**src/hw/bpp_cfg.svh**
```systemverilog
/*
 * Constants for the battery pack protection controller: timing counts and cell counts.
 * Assumes a 250 MHz clock; included by bare name.
 */
`ifndef BPP_CFG_SVH
`define BPP_CFG_SVH
`define BPP_CLK_MHZ          250
`define BPP_SAMPLE_PERIOD_MS 400
`define BPP_SAMPLE_CYCLES    (`BPP_SAMPLE_PERIOD_MS * 1000 * `BPP_CLK_MHZ)
`define BPP_OCU_DELAY_MS     400
`define BPP_OCU_CYCLES       (`BPP_OCU_DELAY_MS * 1000 * `BPP_CLK_MHZ)
`define BPP_OCO_DELAY_MS     400
`define BPP_OCO_CYCLES       (`BPP_OCO_DELAY_MS * 1000 * `BPP_CLK_MHZ)
`define BPP_REMOVAL_DELAY_MS 100
`define BPP_REMOVAL_CYCLES   (`BPP_REMOVAL_DELAY_MS * 1000 * `BPP_CLK_MHZ)
`define BPP_OV_DELAY_MS      5000
`define BPP_OV_CYCLES        (`BPP_OV_DELAY_MS * 1000 * `BPP_CLK_MHZ)
`define BPP_TEMP_SAMPLES     2
`define BPP_NUM_CELLS        13
`define BPP_CELLS_REDUCED    10
`define BPP_CNT_W            32
`endif

```
**src/hw/bpp_pkg.sv**
```systemverilog
/*
 * Types for the battery pack protection controller.
 * Assumes bpp_cfg.svh supplies the numeric constants.
 */
package bpp_pkg;
    typedef enum logic [2:0] {
        BPP_INIT,
        BPP_NORMAL,
        BPP_OVERVOLT,
        BPP_DISCH_OC,
        BPP_CHG_OC,
        BPP_SHORT
    } bpp_state_e;

    typedef struct packed {
        logic discharge_gate_out;
        logic charge_gate_out;
        logic charge_gate_oe;
        logic load_sense_pulldown;
        logic charger_sense_pullup;
    } bpp_gates_s;
endpackage : bpp_pkg

```
**src/hw/bpp_fsm.sv**
```systemverilog
/*
 * Protection state machine for a multi-cell battery pack: comparator results in, switch gate drives out.
 * Assumes all comparator inputs are synchronous to clk; analog parts (pull resistors, delay capacitor) sit outside.
 */
`timescale 1ns/100ps
`include "bpp_cfg.svh"

module bpp_fsm #(
    parameter int                  NUM_CELLS      = `BPP_NUM_CELLS,
    parameter int                  CELLS_REDUCED  = `BPP_CELLS_REDUCED,
    parameter logic [`BPP_CNT_W-1:0] SAMPLE_CYCLES  = `BPP_SAMPLE_CYCLES,
    parameter logic [`BPP_CNT_W-1:0] OV_CYCLES      = `BPP_OV_CYCLES,
    parameter logic [`BPP_CNT_W-1:0] OCU_CYCLES     = `BPP_OCU_CYCLES,
    parameter logic [`BPP_CNT_W-1:0] OCO_CYCLES     = `BPP_OCO_CYCLES,
    parameter logic [`BPP_CNT_W-1:0] REMOVAL_CYCLES = `BPP_REMOVAL_CYCLES,
    parameter int                  TEMP_SAMPLES   = `BPP_TEMP_SAMPLES
) (
    input  wire logic                 clk,
    input  wire logic                 rstn,
    input  wire logic                 regulator_dropped,
    input  wire logic                 regulator_released,
    input  wire logic                 cell_count_reduced,
    input  wire logic [NUM_CELLS-1:0] cell_above_undervolt_release,
    input  wire logic [NUM_CELLS-1:0] cell_above_overvolt_detect,
    input  wire logic [NUM_CELLS-1:0] cell_above_overvolt_release,
    input  wire logic                 current_above_discharge_oc,
    input  wire logic                 current_below_charge_oc,
    input  wire logic                 current_above_short,
    input  wire logic                 short_delay_cap_tripped,
    input  wire logic                 thermistor_below_hot_charge,
    input  wire logic                 thermistor_above_cold_charge,
    input  wire logic                 thermistor_below_hot_discharge,
    input  wire logic                 load_sense_below_removal,
    input  wire logic                 charger_sense_above_removal,
    output logic                      discharge_gate_out,
    output logic                      charge_gate_out,
    output logic                      charge_gate_oe,
    output logic                      load_sense_pulldown,
    output logic                      charger_sense_pullup,
    output logic                      short_delay_cap_charge,
    output logic [2:0]                state_out
);
    localparam int TW = $clog2(TEMP_SAMPLES + 1);
    localparam logic [TW-1:0] TEMP_N = TW'(TEMP_SAMPLES);

    typedef struct packed {
        bpp_pkg::bpp_state_e    state;
        bpp_pkg::bpp_gates_s    gates;
        logic                   cap_charge;
        logic [`BPP_CNT_W-1:0]  sample_cnt;
        logic [`BPP_CNT_W-1:0]  ov_cnt;
        logic [`BPP_CNT_W-1:0]  oc_cnt;
        logic [`BPP_CNT_W-1:0]  rel_cnt;
        logic                   ov_seen;
        logic                   ov_clear;
        logic [TW-1:0]          hot_chg_cnt;
        logic [TW-1:0]          cold_chg_cnt;
        logic [TW-1:0]          hot_dis_cnt;
        logic                   hot_chg;
        logic                   cold_chg;
        logic                   hot_dis;
        logic                   dis_oc_seen;
        logic                   chg_oc_seen;
    } bpp_fsm_s;

    bpp_fsm_s s_q;
    bpp_fsm_s s_d;

    logic [NUM_CELLS-1:0] cell_sel;
    logic                 sample_tick;
    logic                 all_uv_ok;
    logic                 any_ov;
    logic                 all_ov_released;

    // Unused cells in reduced mode are the lowest three inputs, which cell_sel masks out here.
    genvar g;
    generate
        for (g = 0; g < NUM_CELLS; g++) begin : g_sel
            assign cell_sel[g] = !(cell_count_reduced && (g < NUM_CELLS - CELLS_REDUCED));
        end
    endgenerate

    assign sample_tick     = (s_q.sample_cnt == SAMPLE_CYCLES - 1);
    assign all_uv_ok       = &(cell_above_undervolt_release | ~cell_sel);
    assign any_ov          = |(cell_above_overvolt_detect & cell_sel);
    assign all_ov_released = ~|(cell_above_overvolt_release & cell_sel);

    always_comb begin
        s_d = s_q;
        s_d.sample_cnt = sample_tick ? '0 : s_q.sample_cnt + 1'b1;

        // Cell results are latched only on the sample tick; the delay counter restarts when a sample clears.
        if (sample_tick) begin
            s_d.ov_seen  = any_ov;
            s_d.ov_clear = all_ov_released;
        end
        if (!s_d.ov_seen || s_q.state == bpp_pkg::BPP_OVERVOLT) begin
            s_d.ov_cnt = '0;
        end else if (s_q.ov_cnt != OV_CYCLES) begin
            s_d.ov_cnt = s_q.ov_cnt + 1'b1;
        end

        // Temperature debounce counts consecutive samples in each direction.
        if (sample_tick) begin
            s_d.hot_chg_cnt  = (thermistor_below_hot_charge != s_q.hot_chg) ? s_q.hot_chg_cnt + 1'b1 : '0;
            s_d.cold_chg_cnt = (thermistor_above_cold_charge != s_q.cold_chg) ? s_q.cold_chg_cnt + 1'b1 : '0;
            s_d.hot_dis_cnt  = (thermistor_below_hot_discharge != s_q.hot_dis) ? s_q.hot_dis_cnt + 1'b1 : '0;
            if (s_d.hot_chg_cnt == TEMP_N) begin
                s_d.hot_chg     = thermistor_below_hot_charge;
                s_d.hot_chg_cnt = '0;
            end
            if (s_d.cold_chg_cnt == TEMP_N) begin
                s_d.cold_chg     = thermistor_above_cold_charge;
                s_d.cold_chg_cnt = '0;
            end
            if (s_d.hot_dis_cnt == TEMP_N) begin
                s_d.hot_dis     = thermistor_below_hot_discharge;
                s_d.hot_dis_cnt = '0;
            end
        end

        // Overcurrent timing runs every cycle, independent of sampling.
        s_d.cap_charge = current_above_short;
        if (current_above_discharge_oc && !s_q.chg_oc_seen) begin
            s_d.dis_oc_seen = 1'b1;
            s_d.oc_cnt = (s_q.oc_cnt == OCU_CYCLES) ? s_q.oc_cnt : s_q.oc_cnt + 1'b1;
        end else if (current_below_charge_oc && !s_q.dis_oc_seen) begin
            s_d.chg_oc_seen = 1'b1;
            s_d.oc_cnt = (s_q.oc_cnt == OCO_CYCLES) ? s_q.oc_cnt : s_q.oc_cnt + 1'b1;
        end else begin
            s_d.oc_cnt      = '0;
            s_d.dis_oc_seen = 1'b0;
            s_d.chg_oc_seen = 1'b0;
        end

        unique case (s_q.state)
            bpp_pkg::BPP_INIT, bpp_pkg::BPP_NORMAL, bpp_pkg::BPP_OVERVOLT: begin
                s_d.rel_cnt = '0;
                if (s_q.state == bpp_pkg::BPP_INIT && regulator_dropped) begin
                    s_d.gates.discharge_gate_out = 1'b0;
                    s_d.gates.charge_gate_out    = 1'b1;
                    s_d.gates.charge_gate_oe     = 1'b1;
                end
                if (short_delay_cap_tripped) begin
                    s_d.state = bpp_pkg::BPP_SHORT;
                end else if (s_q.dis_oc_seen && s_q.oc_cnt == OCU_CYCLES) begin
                    s_d.state = bpp_pkg::BPP_DISCH_OC;
                end else if (s_q.chg_oc_seen && s_q.oc_cnt == OCO_CYCLES) begin
                    s_d.state = bpp_pkg::BPP_CHG_OC;
                end else if (s_q.state != bpp_pkg::BPP_OVERVOLT && s_q.ov_cnt == OV_CYCLES) begin
                    s_d.state = bpp_pkg::BPP_OVERVOLT;
                end else if (s_q.state == bpp_pkg::BPP_OVERVOLT && sample_tick && all_ov_released) begin
                    s_d.state = bpp_pkg::BPP_NORMAL;
                end else if (s_q.state == bpp_pkg::BPP_INIT && regulator_released && sample_tick && all_uv_ok) begin
                    s_d.state = bpp_pkg::BPP_NORMAL;
                end
            end
            bpp_pkg::BPP_DISCH_OC, bpp_pkg::BPP_SHORT: begin
                if (!load_sense_below_removal) begin
                    s_d.rel_cnt = '0;
                end else if (s_q.rel_cnt == REMOVAL_CYCLES) begin
                    s_d.state = bpp_pkg::BPP_NORMAL;
                end else begin
                    s_d.rel_cnt = s_q.rel_cnt + 1'b1;
                end
            end
            bpp_pkg::BPP_CHG_OC: begin
                if (!charger_sense_above_removal) begin
                    s_d.rel_cnt = '0;
                end else if (s_q.rel_cnt == REMOVAL_CYCLES) begin
                    s_d.state = bpp_pkg::BPP_NORMAL;
                end else begin
                    s_d.rel_cnt = s_q.rel_cnt + 1'b1;
                end
            end
        endcase

        // Gate drive is recomputed from the next state; overcurrent and short states take priority.
        s_d.gates.load_sense_pulldown  = 1'b0;
        s_d.gates.charger_sense_pullup = 1'b0;
        unique case (s_d.state)
            bpp_pkg::BPP_INIT: begin
            end
            bpp_pkg::BPP_NORMAL: begin
                s_d.gates.discharge_gate_out = 1'b1;
                s_d.gates.charge_gate_out    = 1'b1;
                s_d.gates.charge_gate_oe     = 1'b1;
            end
            bpp_pkg::BPP_OVERVOLT, bpp_pkg::BPP_CHG_OC: begin
                s_d.gates.charge_gate_out      = 1'b0;
                s_d.gates.charge_gate_oe       = 1'b0;
                s_d.gates.charger_sense_pullup = (s_d.state == bpp_pkg::BPP_CHG_OC);
            end
            bpp_pkg::BPP_DISCH_OC, bpp_pkg::BPP_SHORT: begin
                s_d.gates.discharge_gate_out  = 1'b0;
                s_d.gates.charge_gate_out     = 1'b0;
                s_d.gates.charge_gate_oe      = 1'b0;
                s_d.gates.load_sense_pulldown = 1'b1;
            end
        endcase
        if (s_d.state != bpp_pkg::BPP_INIT && (s_d.hot_chg || s_d.cold_chg)) begin
            s_d.gates.charge_gate_out = 1'b0;
            s_d.gates.charge_gate_oe  = 1'b0;
        end
        if (s_d.state != bpp_pkg::BPP_INIT && s_d.hot_dis) begin
            s_d.gates.discharge_gate_out = 1'b0;
        end
    end

    always_ff @(posedge clk) begin
        if (!rstn) begin
            s_q <= '0; // Initial state, both gates off and released.
        end else begin
            s_q <= s_d;
        end
    end

    assign discharge_gate_out     = s_q.gates.discharge_gate_out;
    assign charge_gate_out        = s_q.gates.charge_gate_out;
    assign charge_gate_oe         = s_q.gates.charge_gate_oe;
    assign load_sense_pulldown    = s_q.gates.load_sense_pulldown;
    assign charger_sense_pullup   = s_q.gates.charger_sense_pullup;
    assign short_delay_cap_charge = s_q.cap_charge;
    assign state_out              = s_q.state;
endmodule : bpp_fsm

```
**config.mk**
```make
export PLATFORM = sky130hd
export DESIGN_NAME = bpp_fsm
export DESIGN_NICKNAME = d
export VERILOG_FILES = /design/src/hw/bpp_pkg.sv /design/src/hw/bpp_fsm.sv
export VERILOG_INCLUDE_DIRS = /design/src /design/src/hw
export SDC_FILE = /design/constraint.sdc
export NUM_CORES = 1
export LEC_CHECK = 0
export BUFFER_PORTS_ARGS = -buffer_cell sky130_fd_sc_hd__buf_2
export CAP_MARGIN = 20
export CORE_ASPECT_RATIO = 1.25
export CORE_MARGIN = 4
export CORE_UTILIZATION = 52
export DETAILED_ROUTE_END_ITERATION = 10
export PLACE_DENSITY = 0.73
export SLEW_MARGIN = 10
export SYNTH_ARGS = -nofsm -noshare
export SYNTH_HDL_FRONTEND = slang
export SYNTH_SLANG_ARGS = --single-unit
```
**constraint.sdc**
```tcl
create_clock -name clk -period 2.8 [get_ports clk]
set_input_delay 0 -clock clk [delete_from_list [all_inputs] [get_ports clk]]
set_output_delay 0 -clock clk [all_outputs]
set_load 0.01 [all_outputs]
```
; After elaboration in Yosys (flattened, before gate mapping)
; Index checks and enable logic that the tools add are counted.
[word_totals]
out_inout_bits = 9
inputBits = 53
wordCells = 133
regBits = 150
[op_classes]
n_eq_ne = 23
reduce_logical = 41
muxes = 36
addsub = 7
bitwise = 5
[op_table]
columns = op, n
row1 = 32-bit 2-to-1 mux, 6
row2 = 32-bit by 1-bit adder with 32-bit output (second input constant), 4
row3 = 32-bit case mux with 3 select lines, 1
row4 = 32-bit by 27-bit equality test with 1-bit output (second input constant), 2
row5 = 3-bit 2-to-1 mux, 12
row6 = 32-bit by 25-bit equality test with 1-bit output (second input constant), 1
row7 = 32-bit by 31-bit equality test with 1-bit output (second input constant), 1
row8 = 32-bit by 31-bit != test with 1-bit output (second input constant), 1
row9 = 13-bit AND, 2
row10 = 13-bit OR reduction, 2
row11 = 3-bit nonzero test, 5
row12 = 2-bit 2-to-1 mux, 7
row13 = 2-bit OR reduction, 7
row14 = 1-bit logical AND, 13
row15 = 13-bit inverter, 1
row16 = 13-bit bitwise OR, 1
row17 = 13-bit AND reduction, 1
row18 = 3-bit by 2-bit equality test with 1-bit output (second input constant), 4
row19 = 3-bit equality test (second input constant), 4
row20 = 3-bit case mux with 3 select lines, 1
row21 = 1-bit 2-to-1 mux, 7
row22 = 2-bit by 1-bit adder with 2-bit output (second input constant), 3
row23 = 2-bit equality test (second input constant), 3
row24 = 3-bit by 1-bit equality test with 1-bit output (second input constant), 2
row25 = other kinds (12), 21

; Depth between registers and ports, before layout
; Gate-level depths: netlist (run 1).
[depth]
depth_word = 16
ltp_mapped = 10
ltp_nobuf = 10

; Worst setup path after synthesis (run 1)
; OpenSTA, ideal clock, no wires.
[synth_timing]
path_type = reg2reg
start = register s_q[119] (netlist name)
end = register s_q (netlist bit discharge_gate_out)
path_stages_with_launch = 10
setup_ns = 0.115
n_path_buf = 1
t_arrival_ns = 2.253
slack_ns = 0.433
synth_period_minus_slack_ns = 2.367
t_required_ns = 2.685
cell_sequence = dfxtp_1 -> or4_1 -> nor4_2 -> and3_1 -> buf_4 -> nand3b_1 -> mux2i_1 -> and2_1 -> mux2_1 -> a21bo_1
[synth_between]
elab_chain_len = 14
elab_cells_between_ends = 24
classes_between = eq/ne: 4 / mux: 9 / reduce/logical: 11
[synth_rtl]
columns = item, line
row1 = from (decl), bpp_fsm.sv:66  ; bpp_fsm_s s_q;
row2 = from (signal assigned), bpp_fsm.sv:212  ; s_q <= '0;
row3 = from (signal assigned), bpp_fsm.sv:214  ; s_q <= s_d;
row4 = 32-bit by 27-bit equality test with 1-bit output *, bpp_fsm.sv:83  ; assign sample_tick = (s_q.sample_cnt == SAMPLE_CYCLES - 1);
row5 = 1-bit logical AND (2 in a row), bpp_fsm.sv:154  ; end else if (s_q.state == bpp_pkg::BPP_INIT && regulator_released && sample_tick && all_uv_ok) begin
row6 = 3-bit 2-to-1 mux, bpp_fsm.sv:154
row7 = 3-bit 2-to-1 mux, bpp_fsm.sv:152  ; end else if (s_q.state == bpp_pkg::BPP_OVERVOLT && sample_tick && all_ov_released) begin
row8 = 3-bit 2-to-1 mux, bpp_fsm.sv:150  ; end else if (s_q.state != bpp_pkg::BPP_OVERVOLT && s_q.ov_cnt == OV_CYCLES) begin
row9 = 3-bit 2-to-1 mux, bpp_fsm.sv:148  ; end else if (s_q.chg_oc_seen && s_q.oc_cnt == OCO_CYCLES) begin
row10 = 3-bit 2-to-1 mux, bpp_fsm.sv:146  ; end else if (s_q.dis_oc_seen && s_q.oc_cnt == OCU_CYCLES) begin
row11 = 3-bit 2-to-1 mux, bpp_fsm.sv:144  ; if (short_delay_cap_tripped) begin
row12 = 3-bit case mux with 3 select lines, bpp_fsm.sv:136  ; unique case (s_q.state)
row13 = 3-bit by 2-bit equality test with 1-bit output / 3-bit equality test (equally long branches), bpp_fsm.sv:181  ; unique case (s_d.state)
row14 = 2-bit OR reduction, -
row15 = 3-bit nonzero test (no source line), -
row16 = 2-bit AND reduction (no source line), -
; Mark *: on every way between the ends. The rest lies on a longest branch, timed or not.
; A chain may end at the register's enable or synchronous reset.

; Final worst setup path (run 1)
[layout_timing]
start = register s_q[77] (netlist name)
end = register s_q (netlist bit discharge_gate_out)
[layout_between]
elab_chain_len = 11
elab_cells_between_ends = 18
classes_between = eq/ne: 4 / mux: 6 / reduce/logical: 8
[layout_rtl]
columns = item, line
row1 = 32-bit by 31-bit equality test with 1-bit output *, bpp_fsm.sv:150
row2 = 1-bit logical AND *, bpp_fsm.sv:150
row3 = 3-bit 2-to-1 mux *, bpp_fsm.sv:150
row4 = 3-bit 2-to-1 mux *, bpp_fsm.sv:148
row5 = 3-bit 2-to-1 mux *, bpp_fsm.sv:146
row6 = 3-bit 2-to-1 mux *, bpp_fsm.sv:144
row7 = 3-bit case mux with 3 select lines *, bpp_fsm.sv:136
row8 = 3-bit by 2-bit equality test with 1-bit output / 3-bit equality test (equally long branches), bpp_fsm.sv:181
row9 = 2-bit OR reduction, -
row10 = 3-bit nonzero test (no source line), -
row11 = 2-bit AND reduction (no source line), -
; Marks and branches as above.

==> impl_metrics.ini, run 1 <==
[status]
status = finished, final reports clean

[logic_synthesis]
synth_area_leaders = dfxtp_1, xor2_1, nor2_1, xnor2_1, nand3_1
yosysSeqAreaShare = 0.4430
netlist_instances = 778
yosysMostFrequentCell = nor2_1
syn_area_per_cell_sq_um = 8.596
synth_edf_count = 0
yosys_register_bits = 148
synth_ff_type = dfxtp_1
synth_top_area_cell = dfxtp_1
async_flop_share = 0
syn-cell-area_sq_um = 6688
synth.net_count = 838
yosys.cell_types.count = 51
synth_top_area_share = 0.4430
synth_common_cells = nor2_1, dfxtp_1, xor2_1
yosysWarningCount = 0

[setup_path]
start_kind = register
startpoint = s_q[77]$_SDFFE_PP0P_
slowest_stage = or3_4
reg2regPathDepth = 10
end_kind = register
slowest_delay_ns = 0.46
worst-path-stages = 10
crit_top_cell = o211ai_1
cp_top_family = simple AND/OR/NAND/NOR gates
worst-endpoint-required_ns = 3.11
critical_path_buf_inv_count = 1
cp_max_fo = 4
r2r-start = s_q[77]$_SDFFE_PP0P_
worstSetupPathType = reg -> reg
worst_ep_arrival_time_ns = 2.97
path_cells = inv_1 -> ha_1 -> nor4b_2 -> nand4_1 -> or3_4 -> a221o_1 -> o211ai_1 -> nor2b_1 -> o211ai_1 -> a21bo_1

[timing]
setup_viol = 0
final-max-slew-violation-count = 0
finClkSkew_ns = 0.008801
final-hold-violation-count = 0
finalWorstSetupSlack_ns = 0.1388
tns_ns = 0
slew_headroom = 0.6592
layout_min_cycle_time_ns = 2.661
fmax_mhz = 375.8
hold_slack_ns = 0.05552
fin_crit_sh = 0.9504
rsz0062_at_grt = false
tightest_slew_ns = 0.5072

[placement]
numPortBuffers = 61
dp_hpwl_mm = 10.21
dp_cells = 996
gp_congestion = 0.8585
dp_worst_setup_slack_ns = 0.2680
placed_cell_area_sq_um = 7198

[detailed_routing]
drt-initial-drc-count = 257
first_pass_iters = 5
post_drt_wl_per_cell_microns = 13.95
wl_mm = 14.45
viasPerCell = 5.409
drtAntennaViolNets = 0
num_vias = 5604
drc = 0

[floorplan]
initial_core_util = 0.5282
core-area_sq_um = 12660
die_w_microns = 109.4
num_io_pins = 62
die_area_sq_um = 14750
num_rows = 46
die_h_microns = 134.8

[final_layout]
stdcell_count = 1036
drive_above_1_share = 0.1290
areaGrowthSynthToFinish_pct = 17.98
nNetsFinal = 915
antennaDiodeCount = 0
finish.instance_area_sq_um = 7890

[cts]
clockBufferDepth = 2
clock_sinks = 148
path_clk_slew_ns = 0.06
cts_tree = built
clk_latency_ns = 0.42
cts_inserted_buffers = 17
post_cts_buffers = 0
htreeDepth = 4
clockRootBuffer = clkbuf_16

[pwr]
powerDensity_nw_per_um2 = 583.6
leakagePower_nw = 2.974
ir_worst_vdd_mv = 0.3920

[global_routing]
grt_usage = 0.2064
grt_first_pass_wirelength_mm = 24.88
grt_max_degree = 33
grt_pass1_vias = 5749
antenna_found_initial = 0
grt_remaining_overflow = 0

[hold_path]
hold-path-cell-count = 3
min_path_type = in -> reg
min_from = current_above_discharge_oc

[job]
cap_violations = 0
-- through the flow --
step	utilization	total power [mW]
2_1_floorplan	-	2.271
3_3_place_gp	0.5685	2.339
3_5_place_dp	0.5685	2.347
4_1_cts	0.6223	4.639
5_1_grt	0.6231	4.762
6_report	0.6231	4.605
-- cell type report --
type                    instances  area [sq um]
clock buffers                  19         452.9
clock inverters                13         148.9
fillers                      1083          4772
inverters                      16         60.06
multi-input cells             594          3590
flip-flops and latches        148          2963
well taps                     168         210.2
repair buffers                 78         465.4
-- kinds of logic (layout without fill, tap and decap cells) --
family                     count (synthesis)  count (layout)  synth area share
AOI/OAI and AO/OA                         39              39           0.03817
xor gates and xnor gates                 119             119            0.1558
adders and majority gates                  7               7           0.01310
buffers and inverters                     36             126           0.02320
DFF                                      148             148            0.4430
muxes                                      9               9           0.01366
and+or+nand+nor                          420             420            0.3130
-- power breakdown --
group	switching, mW	internal [mW]	total [mW]
Sequential	0.0190	2.12	2.14
Clock	0.920	1.37	2.30
Combinational	0.0906	0.0778	0.168
-- layout by cell type (no fill, tap or decap), drive strengths merged, types with 7 or more instances in the layout --
cell | netlist | final
or3 | 9 | 9
nor3 | 17 | 17
dlygate4sd3 | 0 | 8
ha | 7 | 7
xnor2 | 36 | 36
nand3 | 56 | 56
a21oi | 13 | 13
o21ai | 9 | 9
and4 | 9 | 9
inv | 16 | 20
nor4 | 11 | 11
nand2 | 63 | 63
nand4 | 22 | 22
nor2 | 156 | 156
clkbuf | 14 | 19
xor2 | 83 | 83
mux2i | 8 | 8
buf | 6 | 70
nor4b | 11 | 11
and3 | 39 | 39
dfxtp | 148 | 148
-- what timing repair did --
action	4_1_cts	5_1_grt
endpoints found under the hold margin	8	0
resized for setup	0	2
endpoints found under the setup margin	0	1
hold buffers	8	0
-- routing by layer --
metal,share of wire,routed length [microns],global-route usage
met1,0.43,6170,0.2400
met2,0.51,7355,0.3642
met3,0.043,623,0.04591
met4,0.021,299,0.07970
met5,0,0,0
-- path summary, 6_finish.rpt --
check | endpoint | slack [ns]
max | discharge_gate_out$_SDFFE_PP0P_ | 0.14
min | s_q[1]$_SDFFE_PN0P_ | 0.06
max reg2reg | discharge_gate_out$_SDFFE_PP0P_ | 0.14
min reg2reg | s_q[8]$_SDFFE_PN0N_ | 0.46
-- worst min-delay path, stage by stage --
cell	delay (ns)
buf_2	0.10
nor2b_1	0.14
and2_1	0.18
-- state kept, by name, indices dropped and copies added, names as in the netlist --
name                    count
charger_sense_pullup        1
load_sense_pulldown         1
state_out                   3
short_delay_cap_charge      1
discharge_gate_out          1
s_q                       140
charge_gate_out             1
Power figures use the tool's default switching activity.
==> run 2, diff against run 1 <==
BUFFER_PORTS_ARGS = -buffer_cell sky130_fd_sc_hd__buf_4   (was -buffer_cell sky130_fd_sc_hd__buf_2)
==> run 2 against run 1 <==
  * Sequential share of layout area fell by 1.1 points
  * Utilization grew 2.0 points
  * Critical endpoint unchanged
  * Power increased by 7.4%
  * Clock-buffer cell count grew 1
==> impl_metrics.ini, run 2 (synthesis gave the netlist of run 1 again) <==
[status]
status = finished, final reports clean

[floorplan]
initial_core_util = 0.5282
num_io_pins = 62
num_rows = 46
die_area_sq_um = 14750
core-area_sq_um = 12660
die_w_microns = 109.4
die_h_microns = 134.8

[pwr]
netSwitchingPower_uw = 979.9
intPower_mw = 3.966
combPwrFrac = 0.039
swShare = 0.1981
power_frac_clock = 0.528
powerDensity_nw_per_um2 = 607.7
power_frac_seq = 0.433
p_total_mw = 4.946
ir_worst_vdd_mv = 0.4558
leakagePower_nw = 3.065

[job]
cap_violations = 0

[final_layout]
layout_common_cells = nor2_1, dfxtp_1, xor2_1, buf_4, nand2_1
drive_above_1_share = 0.1274
antennaDiodeCount = 0
largest_register_ffs = 140
nNetsFinal = 918
finish.utilization = 0.6427
final_common_cell = nor2_1
top_register = s_q
finish.instance_area_sq_um = 8138
areaGrowthSynthToFinish_pct = 21.68
stdcell_count = 1039

[placement]
dp_worst_setup_slack_ns = 0.2566
gp_congestion = 0.8393
dp_hpwl_mm = 10.16
numPortBuffers = 61
dp_cells = 997
placed_cell_area_sq_um = 7346

[global_routing]
grt_usage = 0.2066
antenna_found_initial = 0
grt_max_degree = 33
use_met3 = 0.06217
grt_pass1_vias = 5587
grt.busiest_layer = met2
grt_first_pass_wirelength_mm = 24.38
met1_usage = 0.2391
use_met2 = 0.3591
grt_remaining_overflow = 0

[detailed_routing]
drt-initial-drc-count = 239
first_pass_iters = 5
num_vias = 5570
viasPerCell = 5.361
wl_mm = 14.17
drtAntennaViolNets = 0
post_drt_wl_per_cell_microns = 13.64
drc = 0

[cts]
cts_resized = 0
cts_inserted_buffers = 17
clock_sinks = 148
clk_latency_ns = 0.43
clockBufferDepth = 2
cts_tree = built
path_clk_slew_ns = 0.06
htreeDepth = 4
clockRootBuffer = clkbuf_16

[timing]
fmax_mhz = 395.3
tightest_slew_ns = 0.5142
fin_crit_sh = 0.9036
hold_slack_ns = 0.07964
rsz0062_at_grt = false
finalWorstSetupSlack_ns = 0.2700
tns_ns = 0
final-hold-violation-count = 0
layout_min_cycle_time_ns = 2.530
slew_headroom = 0.6546
setup_viol = 0
final-max-slew-violation-count = 0
finClkSkew_ns = 0.008083

[setup_path]
worstSetupPathType = reg -> reg
worst-endpoint-required_ns = 3.13
worst_ep_arrival_time_ns = 2.86
cp_max_fo = 8
end_kind = register
start_kind = register
r2r_slack_ns = 0.27

[hold_path]
min_path_type = in -> reg
## run 2: cell count changes in the layout (fill, tap and decap cells not counted), moves of 2 or more
| cell | previous run | this run |
|---|---|---|
| buf_4 | 8 | 71 |
| buf_2 | 61 | 0 |
| bufinv_16 | 2 | 6 |
| inv_6 | 3 | 0 |
| dlygate4sd3_1 | 8 | 10 |
## run 2: timing repair
action	in CTS	in global routing
endpoints found under the hold margin	13	0
buffers inserted	0	0
hold buffers	10	0
## run 2: worst max-delay path, cell delays in order, from the launching register on
cell	delay, ns
dfxtp_1	0.33
or4_1	0.55
nor4_2	0.34
and3_1	0.22
buf_4	0.16
nand2_1	0.05
nand3_1	0.10
nand3_2	0.15
mux2_1	0.34
a21bo_1	0.19
## run 2: layout make-up
class | instances | area, sq um
clock buffers | 20 | 466.7
well taps | 168 | 210.2
clock inverters | 12 | 225.2
multi-input cells | 594 | 3580
inverters | 16 | 60.06
fillers | 1063 | 4524
flip-flops and latches | 148 | 2963
repair buffers | 81 | 633.1
## run 2: worst paths after layout
kind | start | to | cells past startpoint
hold reg to reg | s_q[6]$_SDFFE_PN0N_ | s_q[6]$_SDFFE_PN0N_ | 1
setup / recovery | s_q[119]$_SDFF_PP0_ | discharge_gate_out$_SDFFE_PP0P_ | 9
setup reg to reg | s_q[119]$_SDFF_PP0_ | discharge_gate_out$_SDFFE_PP0P_ | 9
hold / removal | charger_sense_above_removal | state_out[0]$_SDFF_PN0_ | 4
## run 2: layer usage
metal  vias up  wire length [microns]
met4         0                    228
met5         -                      0
met3        25                    645
met1      2619                   6114
li1       2816                      -
met2       110                   7182
## run 2: power by group through the flow
stage	clock (mW)	combinational (mW)	sequential (mW)
global placement	0	0.176	2.19
floorplan	0	0.0861	2.18
global route	2.76	0.211	2.14
detailed placement	0	0.182	2.19
finish	2.61	0.191	2.14
CTS	2.66	0.194	2.14
